`config.mk`:
```
export PLATFORM = sky130hd
export DESIGN_NAME = sdram_mode_register_decode
export DESIGN_NICKNAME = d
export VERILOG_FILES = /design/src/rtl/ddr_mr_pkg.sv /design/src/rtl/burst_col_order.sv /design/src/rtl/sdram_mode_register_decode.sv
export SDC_FILE = /design/constraint.sdc
export NUM_CORES = 1
export LEC_CHECK = 0
export BUFFER_PORTS_ARGS = -buffer_cell sky130_fd_sc_hd__buf_2
export CORE_ASPECT_RATIO = 1.5
export CORE_UTILIZATION = 50
export CTS_CLUSTER_DIAMETER = 80
export CTS_CLUSTER_SIZE = 10
export DETAILED_ROUTE_END_ITERATION = 8
export PLACE_DENSITY = 0.75
export SLEW_MARGIN = 10
export SYNTH_ARGS = -nofsm -noshare
export SYNTH_HDL_FRONTEND = slang
export SYNTH_SLANG_ARGS = --single-unit
```
`constraint.sdc`:
```
create_clock -name I_CLK_SYS -period 2.2 [get_ports I_CLK_SYS]
set_input_delay 0.11 -clock I_CLK_SYS [delete_from_list [all_inputs] [get_ports I_CLK_SYS]]
set_output_delay 0.11 -clock I_CLK_SYS [all_outputs]
set_load 0.02 [all_outputs]
```
`src/rtl/ddr_mr_pkg.sv`:
```
/*
  Constants and decode helpers for the mode-register decode block.
  Assumes a single 50 MHz system clock; counts below are in its cycles.
*/
package ddr_mr_pkg;
  localparam int ADDR_W  = 15;
  localparam int LAT_W   = 6;
  localparam int PADDR_W = 8;

  // Register byte offsets
  localparam logic [PADDR_W-1:0] OFF_CTRL   = 8'h00;
  localparam logic [PADDR_W-1:0] OFF_MR0    = 8'h04;
  localparam logic [PADDR_W-1:0] OFF_MR1    = 8'h08;
  localparam logic [PADDR_W-1:0] OFF_STATUS = 8'h0C;
  localparam logic [PADDR_W-1:0] OFF_LAT    = 8'h10;

  // Reset values
  localparam logic              CTRL_EN_RESET = 1'h1;
  localparam logic [ADDR_W-1:0] MR_RESET      = 15'h0000;

  // Mode register 0 fields
  localparam int MR0_BL_LSB  = 0;
  localparam int MR0_CL_LO   = 2;
  localparam int MR0_BT      = 3;
  localparam int MR0_CL_LSB  = 4;
  localparam int MR0_TM      = 7;
  localparam int MR0_DLLRST  = 8;
  localparam int MR0_WR_LSB  = 9;
  localparam int MR0_PPD     = 12;
  localparam int CMD_CHOP    = 12;

  // Mode register 1 fields
  localparam int MR1_DLL_DIS = 0;
  localparam int MR1_RTT_B0  = 2;
  localparam int MR1_AL_LSB  = 3;
  localparam int MR1_RTT_B1  = 6;
  localparam int MR1_WLEV    = 7;
  localparam int MR1_RTT_B2  = 9;
  localparam int MR1_TERMINATION_STROBE_ENABLE    = 11;
  localparam int MR1_QOFF    = 12;
  localparam logic [ADDR_W-1:0] MR1_RSVD_MASK = 15'h6500;

  // Status bit positions
  localparam int ST_DLL_ON  = 0;
  localparam int ST_LOCKED  = 1;
  localparam int ST_DLLRST  = 2;
  localparam int ST_TEST    = 3;
  localparam int ST_RSVD    = 4;
  localparam int ST_RTT_BAD = 5;
  localparam int ST_AL_BAD  = 6;
  localparam int ST_BUSY    = 7;

  // Encodings
  localparam logic [2:0] MRS_BANK_MR0  = 3'h0;
  localparam logic [2:0] MRS_BANK_MR1  = 3'h1;
  localparam logic [1:0] BL_FIXED8     = 2'h0;
  localparam logic [1:0] BL_OTF        = 2'h1;
  localparam logic [1:0] BL_FIXED4     = 2'h2;
  localparam logic [1:0] AL_CL1        = 2'h1;
  localparam logic [1:0] AL_CL2        = 2'h2;
  localparam logic [1:0] AL_RSVD       = 2'h3;
  localparam logic [2:0] RTT_WRITE_MAX = 3'h3;

  // Latency and timing counts
  localparam logic [LAT_W-1:0] CL_BASE     = 6'h04;
  localparam logic [LAT_W-1:0] CL_HIGH_ADD = 6'h08;
  localparam logic [LAT_W-1:0] AL_ONE      = 6'h01;
  localparam logic [LAT_W-1:0] AL_TWO      = 6'h02;
  localparam logic [LAT_W-1:0] TRP_CYCLES  = 6'h06;
  localparam logic [LAT_W-1:0] LAT_FIRST   = 6'h01;
  localparam logic [LAT_W-1:0] LAT_TAIL    = 6'h02;
  localparam logic [2:0] BEAT_LAST      = 3'h7;
  localparam logic [2:0] WREF_BEAT_FULL = 3'h7;
  localparam logic [2:0] WREF_BEAT_CHOP = 3'h5;
  localparam int DLL_RESET_CYCLES = 8;
  localparam int DLL_LOCK_CYCLES  = 512;
  localparam logic [3:0] DLLRST_LAST   = 4'(DLL_RESET_CYCLES - 1);
  localparam logic [9:0] DLL_LOCK_LAST = 10'(DLL_LOCK_CYCLES);

  function automatic logic [LAT_W-1:0] cl_decode(input logic [ADDR_W-1:0] mr0);
    cl_decode = CL_BASE + {3'h0, mr0[MR0_CL_LSB +: 3]}
              + (mr0[MR0_CL_LO] ? CL_HIGH_ADD : 6'h00);
  endfunction

  function automatic logic [LAT_W-1:0] wr_decode(input logic [ADDR_W-1:0] mr0);
    case (mr0[MR0_WR_LSB +: 3])
      3'h1:    wr_decode = 6'h05;
      3'h2:    wr_decode = 6'h06;
      3'h3:    wr_decode = 6'h07;
      3'h4:    wr_decode = 6'h08;
      3'h5:    wr_decode = 6'h0A;
      3'h6:    wr_decode = 6'h0C;
      3'h7:    wr_decode = 6'h0E;
      default: wr_decode = 6'h10;
    endcase
  endfunction
endpackage

```
`src/rtl/burst_col_order.sv`:
```
/*
  Column order generator: column address of one burst beat.
  Assumes the caller steps the beat index once per clock.
*/
`timescale 1ns/1ps
`default_nettype none
module burst_col_order
(
  // Clock and reset
  input  wire logic       i_clk,
  input  wire logic       i_rst_b,
  input  wire logic       i_ce,
  // Beat request
  input  wire logic [2:0] i_start,
  input  wire logic [2:0] i_beat,
  input  wire logic       i_interleave,
  input  wire logic       i_write,
  input  wire logic       i_chop,
  // Result
  output logic      [2:0] o_col
);
  logic [2:0] seq_col;
  logic [2:0] rd_col;
  logic [2:0] wr_col;
  logic [2:0] col_next;

  assign seq_col  = {i_start[2] ^ i_beat[2], i_start[1:0] + i_beat[1:0]};
  assign rd_col   = i_interleave ? (i_start ^ i_beat) : seq_col;
  assign wr_col   = i_chop ? {i_start[2], i_beat[1:0]} : i_beat;
  assign col_next = i_write ? wr_col : rd_col;

  always_ff @(posedge i_clk or negedge i_rst_b)
  begin
    if (!i_rst_b)
      o_col <= 3'h0;
    else if (i_ce)
      o_col <= col_next;
  end
endmodule
`default_nettype wire

```
`src/rtl/sdram_mode_register_decode.sv`:
```
/*
  Mode registers 0 and 1 of the memory device: command capture, field
  decode, burst sequencing, DLL reset/lock tracking and an APB view.
  Assumes command pins are synchronous to I_CLK_SYS and APB is a
  standard master on the same clock.
*/
// Register access over APB and the address map were left to the implementer.
`timescale 1ns/1ps
`default_nettype none
module sdram_mode_register_decode
(
  // Clock, reset, enable
  input  wire logic                            I_CLK_SYS,
  input  wire logic                            I_RST_B,
  input  wire logic                            I_CE,
  // Command pins
  input  wire logic                            I_CS_B,
  input  wire logic                            I_RAS_B,
  input  wire logic                            I_CAS_B,
  input  wire logic                            I_WE_B,
  input  wire logic [2:0]                      I_BA,
  input  wire logic [ddr_mr_pkg::ADDR_W-1:0]   I_ADDR,
  // Power state
  input  wire logic                            I_SELF_REFRESH,
  input  wire logic                            I_PWR_DOWN,
  // APB
  input  wire logic                            I_PSEL,
  input  wire logic                            I_PENABLE,
  input  wire logic                            I_PWRITE,
  input  wire logic [ddr_mr_pkg::PADDR_W-1:0]  I_PADDR,
  input  wire logic [31:0]                     I_PWDATA,
  output logic      [31:0]                     O_PRDATA,
  output logic                                 O_PREADY,
  output logic                                 O_PSLVERR,
  // Burst beats
  output logic      [2:0]                      O_BEAT_COL,
  output logic                                 O_BEAT_VALID,
  output logic                                 O_DQ_OE,
  output logic                                 O_WRITE_REF,
  // Decoded state
  output logic                                 O_DLL_RESET,
  output logic                                 O_DLL_ON,
  output logic                                 O_DLL_LOCKED,
  output logic                                 O_PD_FAST_EXIT,
  output logic                                 O_TEST_MODE,
  output logic                                 O_TERM_STROBE_EN,
  output logic                                 O_WRITE_LEVEL,
  output logic      [ddr_mr_pkg::LAT_W-1:0]    O_READ_LATENCY,
  output logic      [ddr_mr_pkg::LAT_W-1:0]    O_DAL_CYCLES
);
  import ddr_mr_pkg::*;

  typedef enum logic [1:0] {ST_IDLE, ST_LAT, ST_BURST} seq_e;

  seq_e              st_reg;
  logic [ADDR_W-1:0] mr0_reg;
  logic [ADDR_W-1:0] mr1_reg;
  logic              ctrl_en_reg;
  logic [2:0]        beat_reg;
  logic [2:0]        start_reg;
  logic [LAT_W-1:0]  lat_reg;
  logic              chop_reg;
  logic              fixchop_reg;
  logic              wr_reg;
  logic              il_reg;
  logic [LAT_W-1:0]  cl_reg;
  logic [LAT_W-1:0]  al_reg;
  logic [LAT_W-1:0]  rl_reg;
  logic [LAT_W-1:0]  dal_reg;
  logic [3:0]        rst_cnt_reg;
  logic [9:0]        lock_cnt_reg;
  logic              dll_on_reg;
  logic              locked_reg;
  logic              valid_reg;
  logic              oe_reg;
  logic              wref_reg;
  logic              pready_reg;
  logic              pslverr_reg;
  logic [31:0]       prdata_reg;

  // Command decode
  wire is_mrs   = !I_CS_B && !I_RAS_B && !I_CAS_B && !I_WE_B;
  wire is_rd    = !I_CS_B && I_RAS_B && !I_CAS_B && I_WE_B;
  wire is_wr    = !I_CS_B && I_RAS_B && !I_CAS_B && !I_WE_B;
  wire mr0_load = is_mrs && (I_BA == MRS_BANK_MR0) && ctrl_en_reg;
  wire mr1_load = is_mrs && (I_BA == MRS_BANK_MR1) && ctrl_en_reg;
  wire accept   = (st_reg == ST_IDLE) && (is_rd || is_wr);
  wire [1:0] bl_mode  = mr0_reg[MR0_BL_LSB +: 2];
  wire       fix_chop = (bl_mode == BL_FIXED4);
  wire       cmd_chop = fix_chop || ((bl_mode == BL_OTF) && !I_ADDR[CMD_CHOP]);
  wire       in_burst = (st_reg == ST_BURST);
  wire       tail     = chop_reg && beat_reg[2];

  // Latency decode
  wire [1:0] al_code = mr1_reg[MR1_AL_LSB +: 2];
  wire [LAT_W-1:0] al_next = (al_code == AL_CL1) ? cl_reg - AL_ONE :
                             (al_code == AL_CL2) ? cl_reg - AL_TWO : 6'h00;

  // Configuration checks
  wire [2:0] rtt_nom  = {mr1_reg[MR1_RTT_B2], mr1_reg[MR1_RTT_B1], mr1_reg[MR1_RTT_B0]};
  wire       rtt_bad  = (rtt_nom > RTT_WRITE_MAX) && (!mr1_reg[MR1_WLEV] || !mr1_reg[MR1_QOFF]);
  wire       rsvd_bad = |(mr1_reg & MR1_RSVD_MASK);
  wire       dll_want = !mr1_reg[MR1_DLL_DIS] && !I_SELF_REFRESH
                        && !(I_PWR_DOWN && !mr0_reg[MR0_PPD]);
  wire       rst_done = mr0_reg[MR0_DLLRST] && (rst_cnt_reg == DLLRST_LAST);

  // APB decode
  wire apb_acc  = I_PSEL && I_PENABLE;
  wire apb_fire = apb_acc && pready_reg;
  wire hit_ctrl = (I_PADDR == OFF_CTRL);
  wire hit_any  = hit_ctrl || (I_PADDR == OFF_MR0) || (I_PADDR == OFF_MR1)
                  || (I_PADDR == OFF_STATUS) || (I_PADDR == OFF_LAT);
  wire [7:0] status = {st_reg != ST_IDLE, al_code == AL_RSVD, rtt_bad, rsvd_bad,
                       mr0_reg[MR0_TM], mr0_reg[MR0_DLLRST], locked_reg, dll_on_reg};
  wire [31:0] rd_data =
    hit_ctrl                 ? {31'h0000_0000, ctrl_en_reg} :
    (I_PADDR == OFF_MR0)     ? {17'h0_0000, mr0_reg} :
    (I_PADDR == OFF_MR1)     ? {17'h0_0000, mr1_reg} :
    (I_PADDR == OFF_STATUS)  ? {24'h00_0000, status} :
    (I_PADDR == OFF_LAT)     ? {2'h0, dal_reg, 2'h0, rl_reg, 2'h0, al_reg, 2'h0, cl_reg} :
                               32'h0000_0000;

  always_ff @(posedge I_CLK_SYS or negedge I_RST_B)
  begin
    if (!I_RST_B)
    begin
      pready_reg  <= 1'b0;
      pslverr_reg <= 1'b0;
      prdata_reg  <= 32'h0000_0000;
      ctrl_en_reg <= CTRL_EN_RESET;
    end
    else if (I_CE)
    begin
      pready_reg  <= apb_acc && !pready_reg;
      pslverr_reg <= apb_acc && !pready_reg && !hit_any;
      prdata_reg  <= (apb_acc && !pready_reg && !I_PWRITE) ? rd_data : 32'h0000_0000;
      if (apb_fire && I_PWRITE && hit_ctrl)
        ctrl_en_reg <= I_PWDATA[0];
    end
  end

  // Mode registers; a new load wins over the self-clear
  always_ff @(posedge I_CLK_SYS or negedge I_RST_B)
  begin
    if (!I_RST_B)
    begin
      mr0_reg     <= MR_RESET;
      mr1_reg     <= MR_RESET;
      rst_cnt_reg <= 4'h0;
    end
    else if (I_CE)
    begin
      if (mr0_load)
        mr0_reg <= I_ADDR;
      else if (rst_done)
        mr0_reg[MR0_DLLRST] <= 1'b0;
      if (mr1_load)
        mr1_reg <= I_ADDR;
      rst_cnt_reg <= (mr0_load || !mr0_reg[MR0_DLLRST]) ? 4'h0 : rst_cnt_reg + 4'h1;
    end
  end

  // DLL enable and lock tracking
  always_ff @(posedge I_CLK_SYS or negedge I_RST_B)
  begin
    if (!I_RST_B)
    begin
      dll_on_reg   <= 1'b0;
      lock_cnt_reg <= 10'h000;
      locked_reg   <= 1'b0;
    end
    else if (I_CE)
    begin
      dll_on_reg <= dll_want;
      if (!dll_on_reg || mr0_reg[MR0_DLLRST])
        lock_cnt_reg <= 10'h000;
      else if (lock_cnt_reg != DLL_LOCK_LAST)
        lock_cnt_reg <= lock_cnt_reg + 10'h001;
      locked_reg <= dll_on_reg && !mr0_reg[MR0_DLLRST] && (lock_cnt_reg == DLL_LOCK_LAST);
    end
  end

  // Latency and recovery decode
  always_ff @(posedge I_CLK_SYS or negedge I_RST_B)
  begin
    if (!I_RST_B)
    begin
      cl_reg  <= CL_BASE;
      al_reg  <= 6'h00;
      rl_reg  <= CL_BASE;
      dal_reg <= 6'h00;
    end
    else if (I_CE)
    begin
      cl_reg  <= cl_decode(mr0_reg);
      al_reg  <= al_next;
      rl_reg  <= al_reg + cl_reg;
      dal_reg <= wr_decode(mr0_reg) + TRP_CYCLES;
    end
  end

  // Burst sequencer
  always_ff @(posedge I_CLK_SYS or negedge I_RST_B)
  begin
    if (!I_RST_B)
    begin
      st_reg      <= ST_IDLE;
      beat_reg    <= 3'h0;
      lat_reg     <= 6'h00;
      start_reg   <= 3'h0;
      chop_reg    <= 1'b0;
      fixchop_reg <= 1'b0;
      wr_reg      <= 1'b0;
      il_reg      <= 1'b0;
    end
    else if (I_CE)
    begin
      case (st_reg)
        ST_IDLE:
        begin
          beat_reg <= 3'h0;
          lat_reg  <= LAT_FIRST;
          if (accept)
          begin
            start_reg   <= I_ADDR[2:0];
            chop_reg    <= cmd_chop;
            fixchop_reg <= fix_chop;
            wr_reg      <= is_wr;
            il_reg      <= mr0_reg[MR0_BT];
            st_reg      <= is_wr ? ST_BURST : ST_LAT;
          end
        end
        ST_LAT:
        begin
          lat_reg <= lat_reg + LAT_FIRST;
          if (lat_reg == rl_reg - LAT_TAIL)
            st_reg <= ST_BURST;
        end
        ST_BURST:
        begin
          beat_reg <= beat_reg + 3'h1;
          if (beat_reg == BEAT_LAST)
            st_reg <= ST_IDLE;
        end
        default:
          st_reg <= ST_IDLE;
      endcase
    end
  end

  // Beat outputs
  always_ff @(posedge I_CLK_SYS or negedge I_RST_B)
  begin
    if (!I_RST_B)
    begin
      valid_reg <= 1'b0;
      oe_reg    <= 1'b0;
      wref_reg  <= 1'b0;
    end
    else if (I_CE)
    begin
      valid_reg <= in_burst && !tail;
      oe_reg    <= in_burst && !wr_reg && !tail && !mr1_reg[MR1_QOFF];
      wref_reg  <= in_burst && wr_reg
                   && (beat_reg == (fixchop_reg ? WREF_BEAT_CHOP : WREF_BEAT_FULL));
    end
  end

  burst_col_order u_col
  (
    .i_clk        (I_CLK_SYS),
    .i_rst_b      (I_RST_B),
    .i_ce         (I_CE),
    .i_start      (start_reg),
    .i_beat       (beat_reg),
    .i_interleave (il_reg),
    .i_write      (wr_reg),
    .i_chop       (chop_reg),
    .o_col        (O_BEAT_COL)
  );

  assign O_PRDATA         = prdata_reg;
  assign O_PREADY         = pready_reg;
  assign O_PSLVERR        = pslverr_reg;
  assign O_BEAT_VALID     = valid_reg;
  assign O_DQ_OE          = oe_reg;
  assign O_WRITE_REF      = wref_reg;
  assign O_DLL_RESET      = mr0_reg[MR0_DLLRST];
  assign O_DLL_ON         = dll_on_reg;
  assign O_DLL_LOCKED     = locked_reg;
  assign O_PD_FAST_EXIT   = mr0_reg[MR0_PPD];
  assign O_TEST_MODE      = mr0_reg[MR0_TM];
  assign O_TERM_STROBE_EN = mr1_reg[MR1_TERMINATION_STROBE_ENABLE];
  assign O_WRITE_LEVEL    = mr1_reg[MR1_WLEV];
  assign O_READ_LATENCY   = rl_reg;
  assign O_DAL_CYCLES     = dal_reg;
endmodule
`default_nettype wire
```
* Word-level counts from Yosys, hierarchy flattened
Cells that the tools add are included.
** Storage, ports and cells
- Register bits after elaboration :: 129
- Output and inout bits :: 59
- Word-level logic and storage cells :: 176
** Operators by class
- Add/sub/neg operators :: 12
- $lt $le $gt $ge :: 1
- Eq/ne operators :: 28
- Mux-type cells :: 27
- Bitwise gates (word level) :: 2
- Reduce and logical (&&, ||, !) cells :: 79
** Operators with widths (count)
- $mux 30 :: 6
- $pmux 5 s7 :: 1
- $logic_and 1x1->1 :: 34
- $mux 10 :: 2
- $logic_not 1->1 :: 18
- $mux 6 :: 3
- $eq 8x4->1 const B :: 2
- $eq 3x3->1 const B :: 5
- $reduce_and 2->1 :: 7
- $pmux 6 s2 :: 1
- $sub 6x2->6 const B :: 2
- $add 10x1->10 const B :: 1
- $eq 10x10->1 const B :: 1
- $mux 2 :: 5
- $ne 10x10->1 const B :: 1
- $reduce_bool 2->1 :: 5
- $logic_or 1x1->1 :: 9
- $mux 3 :: 3
- $eq 2x2->1 const B :: 4
- $eq 8x3->1 const B :: 1
- $eq 8x5->1 const B :: 1
- $logic_not 8->1 :: 1
- $mux 4 :: 2
- $add 6x1->6 const B :: 1
- 27 further kinds :: 33

* Depth between registers and ports, before layout
- Depth after elaboration :: 8
- Gate-level depth with buffers :: 7
- Gate-level depth less buffers :: 6

* Hierarchy
From an unflattened synthesis, not the netlist that was laid out.
** Unflattened totals
- Cells, all modules :: 590
- Area, all modules :: 6284.8 µm²
** Modules (own cells, without submodules)
- sdram_mode_register_decode :: instances 1, cells each 570, area an instance 6075.8 µm²
- burst_col_order :: instances 1, cells each 20, area an instance 209.0 µm²

* Least setup slack after synthesis
No wires, ideal clock.
- Path kind :: flip-flop to flip-flop
- From :: register ctrl_en_reg
- To :: register mr0_reg[0]
- Data arrival time :: 1.963 ns
- Path slack :: 0.112 ns
- Cell stages (with the launch flop) :: 6
- Clock period less this slack :: 2.088 ns
- Path through :: dfstp_2 or3b_2 or4_1 buf_2 buf_6 mux2_4
** Between the ends
- Longest elaborated chain between the ends :: 2
** RTL lines
- from (decl) :: RTL line sdram_mode_register_decode.sv:58 : logic ctrl_en_reg;
- from (signal assigned) :: RTL line sdram_mode_register_decode.sv:138 : ctrl_en_reg <= I_PWDATA[0];
- $logic_and 1x1->1 :: RTL line sdram_mode_register_decode.sv:85 : wire mr0_load = is_mrs && (I_BA == MRS_BANK_MR0) && ctrl_en_reg;
- $reduce_and 2->1 (no line)
- to (signal assigned) :: RTL line sdram_mode_register_decode.sv:147 : mr0_reg <= MR_RESET;
- to (signal assigned) :: RTL line sdram_mode_register_decode.sv:154 : mr0_reg <= I_ADDR;
- to (signal, indexed assignment) :: RTL line sdram_mode_register_decode.sv:156 : mr0_reg[MR0_DLLRST] <= 1'b0;
- to (decl) :: RTL line sdram_mode_register_decode.sv:56 : logic [ADDR_W-1:0] mr0_reg;
Every way passes these cells.
A chain may end at the register's enable or synchronous reset.

* Final worst setup path
- From :: register ctrl_en_reg
- To :: register mr0_reg[10]
Same word-level chain as after synthesis.

==> run_results.csv <==
group,metric,value,unit
status,outcome,"complete, no violations",
logic_synthesis,synth.most_common_cell,"dfrtp_1",
cts,clk_pin_slew,0.05,ns
logic_synthesis,yosysTopAreaCellShare,48.4,%
finish,post-route-cell-area,7680,um^2
detailed_routing,drt_iter0_markers,306,
placement,hpwl,10.9,mm
timing,slew_viol_final,0,
timing,relSlewSlack,57.1,%
worst_setup_path,start_kind,"register",
worst_setup_path,reg2reg_slack,0.07,ns
finish,utilization,63.9,%
worst_setup_path,rr_startpoint,"ctrl_en_reg$_DFFE_PN1P_",
timing,finalCritPeriodShare,97.0,%
worst_setup_path,required,2.49,ns
placement,gp_congestion,0.870,
logic_synthesis,synth-edff-count,0,
logic_synthesis,yosysSeqAreaShare,49.6,%
logic_synthesis,async_flop_share,100,%
timing,clock_skew,0.00817,ns
timing,finalSetupViolCount,0,
finish,diodes,0,
global_route,grt_pass1_wl,25.8,mm
cts,h-tree-depth,4,
logic_synthesis,synth_cell_type_count,69,
power_and_ir_drop,internal-power,4.56,mW
timing,max_freq,0.469,GHz
timing,whs,0.0653,ns
power_and_ir_drop,netSwitchingPower,1.54,mW
power_and_ir_drop,combPwrFrac,11.0,%
worst_hold_path,hold_end,"O_DAL_CYCLES[5]$_DFFE_PN0P_",
flow_run,cap_violations,0,
finish,largest_reg_flops,27,
die,io_pins,129,
worst_setup_path,cp.arrival,2.42,ns
power_and_ir_drop,swShare,25.2,%
worst_setup_path,crit_path_end_kind,"register",
die,start_util,51.7,%
power_and_ir_drop,powerDensity,795,nW/um^2
logic_synthesis,synth_area,6210,um^2
finish,synthToLayoutAreaGrowth,23.6,%
power_and_ir_drop,finalPower,6.10,mW
worst_hold_path,hold_depth,3,
global_route,antenna_found_initial,0,
detailed_routing,dr.pass1.iters,6,
global_route,grt-ovfl-total,0,
global_route,grt.total_usage,25.7,%
detailed_routing,wire_per_inst,18.1,um
detailed_routing,ant_nets,0,
timing,period_minus_slack,2.13,ns
die,die_y,138,um
logic_synthesis,ys_top_cells_by_count,"dfrtp_1 (120), nand2_1 (45), o21ai_0 (35), inv_1 (30), mux2_2 (27)",
finish,final_layout_size_suffix_gt1_share,26.6,%
logic_synthesis,postSynthAreaPerCell,10.7,um^2
detailed_routing,routed_wl,15.6,mm
worst_setup_path,reg2reg_to,"mr0_reg[10]$_DFFE_PN0P_",
detailed_routing,num_vias,5050,
power_and_ir_drop,pwr-share-clk,47.7,%
power_and_ir_drop,seqPwrFrac,41.3,%
cts,cts-buffers-inserted,17,
die,rows,49,
logic_synthesis,ys_ff_latch,123,
cts,cts.path.max_buffers,2,
die,die_area,12900,um^2
detailed_routing,route.detailed.drc,0,
global_route,grt_pass1_vias,5136,
logic_synthesis,synthTopCellsByArea,"dfrtp_1 (48%), mux2_2 (4.9%), ha_1 (3.4%)",
timing,setup_tns,0,ns
die,die_w,93.0,um
global_route,grt_max_degree,51,
cts,cts_tree,"built",
finish,final_net_count,786,
logic_synthesis,yosys_warnings,0,
worst_setup_path,cp_max_fo,16,
worst_setup_path,critPathKind,"register to register",
timing,tightestPinTransition,0.644,ns
finish,nFillCells,974,
timing,finalHoldViolCount,0,
cts,clk_latency,0.42,ns
detailed_routing,via_per_inst,5.84,
placement,dpl_cell_area,6850,um^2
worst_setup_path,rr_worst_depth,4,
power_and_ir_drop,power.leakage,3.73,nW
worst_hold_path,holdCritStartpoint,"I_CE",
cts,cts.sinks,123,
placement,numPortBuffers,92,
logic_synthesis,syn_inst,583,
die,fp.coreArea,12000,um^2
logic_synthesis,ys.flop_type,"dfrtp_1",
power_and_ir_drop,peakVddDrop,0.758,mV
timing,rsz0062_at_grt,"false",
worst_hold_path,hold_path.class,"input port to register",
cts,cts_root_buf,"clkbuf_16",
logic_synthesis,synth_top_area_cell,"dfrtp_1",
timing repair:
item	in CTS	in global routing
hold endpoints to repair	84	0
hold buffers	19	0
setup buffers	0	0
resized for setup	0	1
setup endpoints to repair	0	2
worst max path at each step:
stage,start,to,slack (ns),cells past startpoint
CTS,ctrl_en_reg$_DFFE_PN1P_,mr0_reg[10]$_DFFE_PN0P_,0.06,4
finish,ctrl_en_reg$_DFFE_PN1P_,mr0_reg[10]$_DFFE_PN0P_,0.07,4
global route,ctrl_en_reg$_DFFE_PN1P_,mr0_reg[10]$_DFFE_PN0P_,0.02,4
global placement,ctrl_en_reg$_DFFE_PN1P_,mr0_reg[9]$_DFFE_PN0P_,0.11,4
detailed placement,ctrl_en_reg$_DFFE_PN1P_,mr0_reg[10]$_DFFE_PN0P_,0.07,4
floorplan,ctrl_en_reg$_DFFE_PN1P_,mr0_reg[0]$_DFFE_PN0P_,0.11,5
cells in the final DEF, fill, tap and decap left out, types with 5 or more instances in the layout:
cell type,instances
xnor2_1,10
nand2_1,45
a22oi_1,12
buf_2,91
buf_4,14
nor2_1,23
o211ai_2,6
clkbuf_16,17
or3_1,7
inv_1,30
nor2b_1,15
ha_1,17
nor3_1,8
dlygate4sd3_1,19
xor2_1,9
mux2_4,8
o32ai_1,7
conb_1,5
clkinvlp_4,5
dfrtp_1,120
a22o_1,14
a21oi_1,26
mux2_2,27
a21o_1,6
a31oi_1,6
mux2_1,6
o21a_1,5
o21ai_0,35
nand2b_1,8
nand3_1,20
o31ai_1,5
o2bb2ai_1,6
mux2i_1,6
power by group through the flow:
stage	Sequential, mW	Combinational, mW	Clock, mW
after floorplan	2.57	0.361	0
after global placement	2.55	0.606	0
after detailed placement	2.55	0.637	0
after CTS	2.52	0.673	2.93
after global routing	2.54	0.738	3.03
final	2.52	0.670	2.91
layer usage:
metal	track usage (%)	up-vias	wire, um
met5	0	-	0
met4	11.7	0	453
met3	5.28	32	758
met2	43.5	188	8090
met1	31.2	2486	6350
li1	-	2344	-
worst max-delay path, stage by stage, from the launching register on:
cell and delay, ns:
dfstp_2 0.54, or3b_2 0.46, or4_1 0.41, buf_4 0.25
mux2_1 0.34
cells by family (layout without fill, tap and decap cells):
group	count (synthesis)	count (layout)	synth area share (%)
and+or+nand+nor	158	158	13.2
AOI/OAI and AO/OA	152	152	17.2
DFF	123	123	49.6
buffers and inverters	65	189	4.53
muxes	47	47	8.89
xor gates and xnor gates	19	19	2.68
adders and majority gates	18	18	3.75
other	1	5	0.0604
area by class of cell:
cell class,instances,area [um^2],area share (%)
Clock buffer,23,488,6.36
Inverter,31,116,1.52
Tap cell,153,191,2.49
Multi-Input combinational cell,399,2870,37.4
Clock inverter,9,136,1.78
Sequential cell,123,3080,40.1
Timing Repair Buffer,126,791,10.3
stage by stage:
stage | instances | worst slack, ns
2_1_floorplan | 587 | 0.112
3_3_place_gp | 813 | 0.113
3_5_place_dp | 813 | 0.0663
4_1_cts | 864 | 0.0585
5_1_grt | 864 | 0.0175
6_report | 864 | 0.0659
No activity file was read; power rests on OpenSTA's default activity.
